### config.mk
export PLATFORM = sky130hd
export DESIGN_NAME = multimode_timer
export DESIGN_NICKNAME = d
export VERILOG_FILES = /design/src/rtl/timer_pkg.sv /design/src/rtl/pin_edge_sync.sv /design/src/rtl/multimode_timer.sv
export SDC_FILE = /design/constraint.sdc
export NUM_CORES = 1
export LEC_CHECK = 0
export BUFFER_PORTS_ARGS = -buffer_cell sky130_fd_sc_hd__clkbuf_2
export CAP_MARGIN = 20
export CORE_MARGIN = 2
export CORE_UTILIZATION = 50
export DETAILED_ROUTE_END_ITERATION = 10
export GPL_TIMING_DRIVEN = 0
export HOLD_SLACK_MARGIN = 0.1
export MAX_ROUTING_LAYER = met4
export PLACE_DENSITY = 0.71
export REMOVE_ABC_BUFFERS = 1
export SYNTH_ARGS = -nofsm -noshare
export SYNTH_HDL_FRONTEND = slang
export SYNTH_SLANG_ARGS = --single-unit
export TNS_END_PERCENT = 10
### constraint.sdc
create_clock -name pclk -period 5.1 [get_ports pclk]
set_input_delay 0.255 -clock pclk [delete_from_list [all_inputs] [get_ports pclk]]
set_output_delay 0.255 -clock pclk [all_outputs]
set_load 0.05 [all_outputs]
### src/rtl/timer_pkg.sv
// constants, field layouts and state types for the 16-bit multimode timer
// assumes a 25 MHz APB clock and byte-wide registers in the low bits of each word
// =====================================================================
package timer_pkg;

    // =================================================================
    // register map (byte addresses)
    localparam logic [7:0]  ADDR_COUNT_HI   = 8'h00;
    localparam logic [7:0]  ADDR_COUNT_LO   = 8'h04;
    localparam logic [7:0]  ADDR_RELOAD_HI  = 8'h08;
    localparam logic [7:0]  ADDR_RELOAD_LO  = 8'h0C;
    localparam logic [7:0]  ADDR_PWM_HI     = 8'h10;
    localparam logic [7:0]  ADDR_PWM_LO     = 8'h14;
    localparam logic [7:0]  ADDR_CONTROL    = 8'h18;
    localparam logic [7:0]  ADDR_CTRL_ZERO  = 8'h1C;
    localparam logic [7:0]  ADDR_CAPTURE_HI = 8'h20;
    localparam logic [7:0]  ADDR_CAPTURE_LO = 8'h24;

    // =================================================================
    // control register fields
    localparam int          CTL_EN_BIT      = 7;
    localparam int          CTL_POL_BIT     = 6;
    localparam int          CTL_PRE_HI      = 5;
    localparam int          CTL_PRE_LO      = 3;
    localparam int          CTL_MODE_HI     = 2;
    localparam int          CTL_MODE_LO     = 0;
    localparam int          ISEL_HI         = 6;
    localparam int          ISEL_LO         = 5;

    // =================================================================
    // values
    localparam logic [15:0] COUNT_RESTART   = 16'h0001;
    localparam logic [15:0] RELOAD_RESET    = 16'hFFFF;
    localparam logic [15:0] WORD_ZERO       = 16'h0000;
    localparam logic [7:0]  BYTE_ZERO       = 8'h00;
    localparam logic [6:0]  PSC_ZERO        = 7'h00;
    localparam logic [7:0]  PSC_ONE         = 8'h01;

    typedef enum logic [2:0] {
        MODE_ONE_SHOT   = 3'b000,
        MODE_CONTINUOUS = 3'b001,
        MODE_PWM_SINGLE = 3'b011,
        MODE_CAPT_CMP   = 3'b110,
        MODE_COMP_COUNT = 3'b111
    } timer_mode_t;

    typedef enum logic [1:0] {
        ISEL_BOTH    = 2'b00,
        ISEL_CAPTURE = 2'b01,
        ISEL_RELOAD  = 2'b10,
        ISEL_BOTH_B  = 2'b11
    } isel_t;

    typedef enum logic [1:0] {
        ST_OFF       = 2'b00,
        ST_WAIT_EDGE = 2'b01,
        ST_RUN       = 2'b10
    } run_state_t;

endpackage

### src/rtl/pin_edge_sync.sv
// two-flop synchroniser with edge detection for one asynchronous input
// assumes the input may change at any time relative to pclk
`timescale 1ns/100ps
module pin_edge_sync
    import timer_pkg::*;
(
    input  wire logic pclk,
    input  wire logic presetn,
    input  wire logic pin_in,
    output logic      level,
    output logic      rise,
    output logic      fall
);

    typedef struct packed {
        logic s1;
        logic s2;
        logic s3;
    } sync_state_t;

    sync_state_t st_r;
    sync_state_t st_nxt;

    always_comb
    begin
        st_nxt    = st_r;
        st_nxt.s1 = pin_in;
        st_nxt.s2 = st_r.s1;
        st_nxt.s3 = st_r.s2;
    end

    always_ff @(posedge pclk or negedge presetn)
    begin
        if (!presetn)
            st_r <= '0;
        else
            st_r <= st_nxt;
    end

    // first stage feeds only the second
    assign level = st_r.s2;
    assign rise  = st_r.s2 & ~st_r.s3;
    assign fall  = ~st_r.s2 & st_r.s3;

endmodule

### src/rtl/multimode_timer.sv
// 16-bit multimode timer with APB register access
// assumes an APB master on pclk; timer pin and comparator are asynchronous
// pin and comparator edges reach the counter about three clocks late
`timescale 1ns/100ps
module multimode_timer
    import timer_pkg::*;
(
    input  wire logic        pclk,
    input  wire logic        presetn,
    input  wire logic        psel,
    input  wire logic        penable,
    input  wire logic        pwrite,
    input  wire logic [7:0]  paddr,
    input  wire logic [31:0] pwdata,
    output logic [31:0]      prdata,
    output logic             pready,
    output logic             pslverr,
    input  wire logic        timer_in,
    input  wire logic        timer_in_af_en,
    input  wire logic        comp_out,
    output logic             timer_out,
    output logic             timer_irq
);

    // whole block state: one register, one next-state copy
    typedef struct packed {
        logic [15:0] cnt;
        logic [15:0] rld;
        logic [15:0] pwm;
        logic [15:0] cap;
        logic [7:0]  hold;
        logic        en;
        logic        pol;
        logic [2:0]  pre;
        logic [2:0]  mode;
        logic [1:0]  isel;
        logic [6:0]  psc;
        logic        out;
        logic        irq;
        run_state_t  run;
        logic [31:0] rdata;
    } timer_state_t;

    timer_state_t st_r;
    timer_state_t st_nxt;

    // =================================================================
    // input synchronisers
    logic tin_rise;
    logic tin_fall;
    logic cmp_rise;
    logic cmp_fall;

    pin_edge_sync u_tin_sync (
        .pclk    (pclk),
        .presetn (presetn),
        .pin_in  (timer_in),
        .level   (),
        .rise    (tin_rise),
        .fall    (tin_fall)
    );

    pin_edge_sync u_cmp_sync (
        .pclk    (pclk),
        .presetn (presetn),
        .pin_in  (comp_out),
        .level   (),
        .rise    (cmp_rise),
        .fall    (cmp_fall)
    );

    // =================================================================
    // bus decode
    logic bus_setup;
    logic bus_access;
    logic addr_hit;
    logic wr_en;
    logic rd_en;

    always_comb
    begin
        case (paddr)
            ADDR_COUNT_HI,
            ADDR_COUNT_LO,
            ADDR_RELOAD_HI,
            ADDR_RELOAD_LO,
            ADDR_PWM_HI,
            ADDR_PWM_LO,
            ADDR_CONTROL,
            ADDR_CTRL_ZERO,
            ADDR_CAPTURE_HI,
            ADDR_CAPTURE_LO:
                addr_hit = 1'b1;
            default:
                addr_hit = 1'b0;
        endcase
    end

    assign bus_setup  = psel & ~penable;
    assign bus_access = psel & penable;
    assign wr_en      = bus_access & pwrite & addr_hit;
    // read strobe in the setup cycle, the edge at which read data is sampled
    assign rd_en      = bus_setup & ~pwrite & addr_hit;
    // zero wait states; unmapped addresses answer with an error
    assign pready     = 1'b1;
    assign pslverr    = bus_access & ~addr_hit;

    // =================================================================
    // timer datapath
    logic [7:0]  psc_lim;
    logic        tick;
    logic        edge_sel;
    logic        tin_edge;
    logic        step;
    logic        at_reload;
    logic        cap_irq_ok;
    logic        rld_irq_ok;
    logic [15:0] cnt_inc;

    always_comb
    begin
        // divide by two to the power of the prescale field
        psc_lim    = (PSC_ONE << st_r.pre) - PSC_ONE;
        tick       = st_r.en & (st_r.psc == psc_lim[6:0]);
        // the polarity bit doubles as edge select: 0 rising, 1 falling
        edge_sel   = st_r.pol ? cmp_fall : cmp_rise;
        tin_edge   = timer_in_af_en & (st_r.pol ? tin_fall : tin_rise);
        // the source select only narrows interrupts in capture/compare mode
        cap_irq_ok = (st_r.isel != ISEL_RELOAD);
        rld_irq_ok = (st_r.isel != ISEL_CAPTURE) || (st_r.mode != MODE_CAPT_CMP);
        // compared before the step, so the reload value itself is counted
        at_reload  = (st_r.cnt == st_r.rld);
        cnt_inc    = st_r.cnt + COUNT_RESTART;
        case (st_r.mode)
            MODE_COMP_COUNT:
                step = st_r.en & edge_sel;
            MODE_CAPT_CMP:
                step = tick & (st_r.run == ST_RUN);
            default:
                step = tick;
        endcase
    end

    // =================================================================
    // next state
    always_comb
    begin
        st_nxt     = st_r;
        st_nxt.irq = 1'b0;

        // prescaler; cleared whenever the timer stops so restarts are aligned
        // also held while waiting for the start edge, so capture times are exact
        if (!st_r.en || tick || st_r.run == ST_WAIT_EDGE)
            st_nxt.psc = PSC_ZERO;
        else
            st_nxt.psc = st_r.psc + 7'h01;

        if (step)
        begin
            if (at_reload)
            begin
                // every later pass restarts from the fixed value
                st_nxt.cnt = COUNT_RESTART;
                st_nxt.out = ~st_r.out;
                st_nxt.irq = rld_irq_ok;
                // one-shot stops itself at reload; software re-enables it
                if (st_r.mode == MODE_ONE_SHOT)
                    st_nxt.en = 1'b0;
            end
            else
            begin
                st_nxt.cnt = cnt_inc;
                // match value below reload is the caller's duty
                if (st_r.mode == MODE_PWM_SINGLE && st_r.cnt == st_r.pwm)
                    st_nxt.out = ~st_r.out;
            end
        end

        // capture/compare sequencing
        if (st_r.mode == MODE_CAPT_CMP && st_r.en)
        begin
            case (st_r.run)
                ST_WAIT_EDGE:
                begin
                    // first edge only starts the count, no interrupt
                    if (tin_edge)
                        st_nxt.run = ST_RUN;
                end
                ST_RUN:
                begin
                    if (tin_edge)
                    begin
                        st_nxt.cap = st_r.cnt;
                        st_nxt.irq = st_nxt.irq | cap_irq_ok;
                    end
                end
                ST_OFF:
                    st_nxt.run = ST_WAIT_EDGE;
                default:
                    st_nxt.run = ST_OFF;
            endcase
        end
        else
        begin
            st_nxt.run = ST_OFF;
        end

        // register writes
        if (wr_en)
        begin
            case (paddr)
                ADDR_COUNT_HI:
                    st_nxt.cnt[15:8] = pwdata[7:0];
                ADDR_COUNT_LO:
                    st_nxt.cnt[7:0] = pwdata[7:0];
                ADDR_RELOAD_HI:
                    st_nxt.rld[15:8] = pwdata[7:0];
                ADDR_RELOAD_LO:
                    st_nxt.rld[7:0] = pwdata[7:0];
                ADDR_PWM_HI:
                    st_nxt.pwm[15:8] = pwdata[7:0];
                ADDR_PWM_LO:
                    st_nxt.pwm[7:0] = pwdata[7:0];
                ADDR_CONTROL:
                begin
                    st_nxt.en   = pwdata[CTL_EN_BIT];
                    st_nxt.pol  = pwdata[CTL_POL_BIT];
                    st_nxt.pre  = pwdata[CTL_PRE_HI:CTL_PRE_LO];
                    st_nxt.mode = pwdata[CTL_MODE_HI:CTL_MODE_LO];
                    // initial output level follows the polarity bit at enable
                    if (pwdata[CTL_EN_BIT] && !st_r.en)
                        st_nxt.out = pwdata[CTL_POL_BIT];
                end
                ADDR_CTRL_ZERO:
                    st_nxt.isel = pwdata[ISEL_HI:ISEL_LO];
                // capture bytes are read-only; a write there changes nothing
                default:
                    st_nxt.isel = st_r.isel;
            endcase
        end

        // reads only touch the holding byte, never the counter
        // latched at the edge that samples the high byte, so the pair is one snapshot
        if (rd_en && paddr == ADDR_COUNT_HI && st_r.en)
            st_nxt.hold = st_r.cnt[7:0];

        // read data is captured in the setup phase and held through access
        if (bus_setup)
        begin
            st_nxt.rdata = 32'h0000_0000;
            case (paddr)
                ADDR_COUNT_HI:
                    st_nxt.rdata[7:0] = st_r.cnt[15:8];
                ADDR_COUNT_LO:
                    st_nxt.rdata[7:0] = st_r.en ? st_r.hold : st_r.cnt[7:0];
                ADDR_RELOAD_HI:
                    st_nxt.rdata[7:0] = st_r.rld[15:8];
                ADDR_RELOAD_LO:
                    st_nxt.rdata[7:0] = st_r.rld[7:0];
                ADDR_PWM_HI:
                    st_nxt.rdata[7:0] = st_r.pwm[15:8];
                ADDR_PWM_LO:
                    st_nxt.rdata[7:0] = st_r.pwm[7:0];
                ADDR_CONTROL:
                    st_nxt.rdata[7:0] = {st_r.en, st_r.pol, st_r.pre, st_r.mode};
                ADDR_CTRL_ZERO:
                    st_nxt.rdata[ISEL_HI:ISEL_LO] = st_r.isel;
                ADDR_CAPTURE_HI:
                    st_nxt.rdata[7:0] = st_r.cap[15:8];
                ADDR_CAPTURE_LO:
                    st_nxt.rdata[7:0] = st_r.cap[7:0];
                default:
                    st_nxt.rdata = 32'h0000_0000;
            endcase
        end
    end

    // =================================================================
    // state register
    always_ff @(posedge pclk or negedge presetn)
    begin
        if (!presetn)
        begin
            st_r       <= '0;
            st_r.cnt   <= COUNT_RESTART;
            st_r.rld   <= RELOAD_RESET;
            st_r.mode  <= MODE_ONE_SHOT;
            st_r.isel  <= ISEL_BOTH;
            st_r.run   <= ST_OFF;
        end
        else
        begin
            st_r <= st_nxt;
        end
    end

    assign prdata    = st_r.rdata;
    assign timer_out = st_r.out;
    assign timer_irq = st_r.irq;

endmodule

==> reports/metrics.csv <==
stage,metric,value,unit
status,outcome,"finished, final reports clean",
routing,top layer in use,met4,
synth,Avg Inst Size Synth,10.0,µm²
clocking,H-Tree Depth,3,
placement,pre-CTS setup slack,1.18,ns
min_path,hold crit path type,primary input to flop,
synth,sequential cell area fraction in the yosys report,42.4,%
pwr,leakage power,2.77,nW
routing,Routed WL,17000,µm
synth,async set-reset flop share out of synthesis,100,%
setup_path,"Req. time, crit path",5.37,ns
routing,Residual DRC,0,
setup_path,CP Capture Point,st_r[111],
timing,worst rel slew slack,21.7,%
timing,Tcrit/Tclk final,78.9,%
timing,max frequency,249,MHz
synth,Post-synth EDFFs,0,
synth,cell area after synthesis,0.00636,mm²
synth,Synth warnings,0,
routing,DR iter-0 viols,517,
global_route,vias in the first global route,4578,
routing,DR WL/cell,21.2,µm
routing,met1 wire length,7510,µm
placement,port bufs,34,
global_route,Tot GR Track Use,26.7,%
floorplan,Die Span X,117,µm
timing,Setup Viol. Count Final,0,
layout,Fill cells,1125,
timing,Fin. Hold Viols,0,
setup_path,RR Startpoint,st_r[50],
setup_path,crit end category,flop,
synth,Synth Flop Type,dfrtp_1,
global_route,total gr overflow,0,
floorplan,# rows,41,
layout,"most common cell after layout, fill and taps aside",dfrtp_1,
clocking,"CTS clk-pin slew, worst paths",0.07,ns
setup_path,worst-case reg-to-reg path depth,9,
placement,gp weighted congestion,1.00,
setup_path,FF-to-FF setup slack,1.08,ns
layout,Final nets,679,
setup_path,Worst Path Max Fanout,15,
pwr,worst vdd ir,0.160,mV
clocking,clock buffer depth,2,
floorplan,Initial Utilization,50.8,%
placement,HPWL after detailed placement,11900,µm
clocking,clock tree from TritonCTS,yes,
clocking,CTS Buf Count,9,
setup_path,critical path type,flop to flop,
timing,Final min period,4.02,ns
routing,routed wl met3,1140,µm
placement,area post-placement,0.00642,mm²
layout,"commonest non-fill, non-tap cells in the layout","dfrtp_1, mux2_2, nand2_1",
timing,RSZ-0062 raised after global routing,false,
timing,setup TNS after final layout,0,ns
layout,Largest Register,st_r,
global_route,first-pass GRT wire length,26200,µm
synth,Synth Instances,634,
routing,via count,4886,
synth,post-synth top area share,35.4,%
timing,clock skew,0.00611,ns
pwr,Final Power,2.02,mW
global_route,largest net degree at the start of global routing,108,
floorplan,die area,0.0136,mm²
global_route,initial antenna violation count,0,
layout,n_diodes,0,
synth,number of synthesized register bits,107,
floorplan,IO Pins,84,
setup_path,critical path launch point,st_r[50],
setup_path,CP Launch Type,flop,
clocking,clk_lat worst skew,0.35,ns
floorplan,Core ar.,0.0125,mm²
setup_path,worst r2r dst,st_r[111],
floorplan,die span in y,117,µm
timing,setup ws final,1.08,ns
layout,layout cell share with drive strength beyond 1,23.1,%
routing,DRT Pass-1 Iters,5,
clocking,clock sinks,107,
layout,Layout area overhead,6.31,%
pwr,pwr/cell area,299,mW/mm²
layout,max reg flops,91,
setup_path,crit path DAT,4.29,ns
timing,fin. max-slew vios,0,
flow_run,maxcap violations,0,
synth,Yosys cell types,69,
routing,vias per cell,6.07,
routing,routed length on met2,7710,µm
layout,finished layout cell area,0.00677,mm²
routing,post-route ant nets,0,
synth,Synth area leaders,"dfrtp_1, mux2_2, dfstp_2",
synth,largest area contributor in the netlist,dfrtp_1,
timing,pin slew with the least headroom to its limit,1.17,ns
clocking,post-CTS setup buffer count,0,
clocking,root buf cell,clkbuf_16,
critical path, stage by stage (launching register included):
cell and delay (ns):
dfrtp_1 0.58, or3b_2 0.54, ha_1 0.33, xnor2_1 0.19, a311o_1 0.41, a2111oi_2 0.39, a31oi_1 0.45, or2_1 0.48
or3b_1 0.40, a31oi_1 0.17
report_power, final:
part / leakage (nW) / total (mW) / internal [mW] / switching (mW)
Clock: 0.146 / 0.717 / 0.409 / 0.308
Combinational: 1.25 / 0.339 / 0.128 / 0.212
Sequential: 1.38 / 0.967 / 0.879 / 0.0884
Total: 2.77 / 2.02 / 1.42 / 0.608
worst min path at each step:
stage                                    start                to  slack [ns]  cells past startpoint
after global routing                 pwdata[7]          st_r[52]        0.24                      3
final                           timer_in_af_en          st_r[32]        0.24                      3
after CTS                            pwdata[7]          st_r[52]        0.23                      3
after global placement    u_tin_sync.st_nxt[1]  u_tin_sync.level        0.34                      0
after detailed placement  u_tin_sync.st_nxt[1]  u_tin_sync.level        0.34                      0
after floorplan                        presetn         prdata[0]       -0.04                      0
layout make-up:
cell class / instances / area, µm² / share of cell area (%)
clock buffers: 13 / 260 / 3.85
clock inverters: 3 / 46.3 / 0.684
inverters: 9 / 33.8 / 0.499
multi-input cells: 461 / 3280 / 48.5
flip-flops and latches: 107 / 2700 / 39.9
well taps: 172 / 215 / 3.18
repair buffers: 40 / 231 / 3.42
cells in the mapped netlist, drive strengths merged, types with 4 or more instances:
library cell	n
a2111oi	5
a211oi	11
a21oi	10
a221oi	4
a22oi	10
a31oi	6
a32oi	4
and3	8
buf	42
clkbuf	38
dfrtp	90
dfstp	17
inv	9
mux2	64
mux2i	16
nand2	48
nand2b	10
nand3	14
nand4	11
nor2	33
nor2b	7
nor3	10
nor3b	4
nor4	11
o21a	7
o21ai	40
o22ai	5
o311ai	4
or3	4
xnor2	46
cell families after synthesis:
family / share of synthesized area (%)
AND/OR/NAND/NOR: 15.6
AO/OA/AOI/OAI: 13.2
flip-flops: 42.4
buffers and inverters: 7.51
multiplexers: 13.8
XOR/XNOR: 6.74
adder cells (fa/ha/maj): 0.590
other: 0.118
per-stage QoR:
step	util [%]	hold WS, ns	instances
6_report	54.1	0.241	805
4_1_cts	54.0	0.233	804
3_5_place_dp	51.3	0.343	785
5_1_grt	54.1	0.236	805
3_3_place_gp	51.1	0.338	783
2_1_floorplan	-	-0.0406	577
timing repair:
item                      in CTS  in global routing
hold endpoints to repair      92                  0
resized for setup              0                  0
hold buffers                   3                  0
metal layers:
layer / up-vias / track usage (%)
met2: 226 / 40.4
li1: 2215 / -
met4: 0 / 10.7
met3: 54 / 3.81
met1: 2391 / 36.3
met5: - / -
No activity file was read; power rests on OpenSTA's default activity.
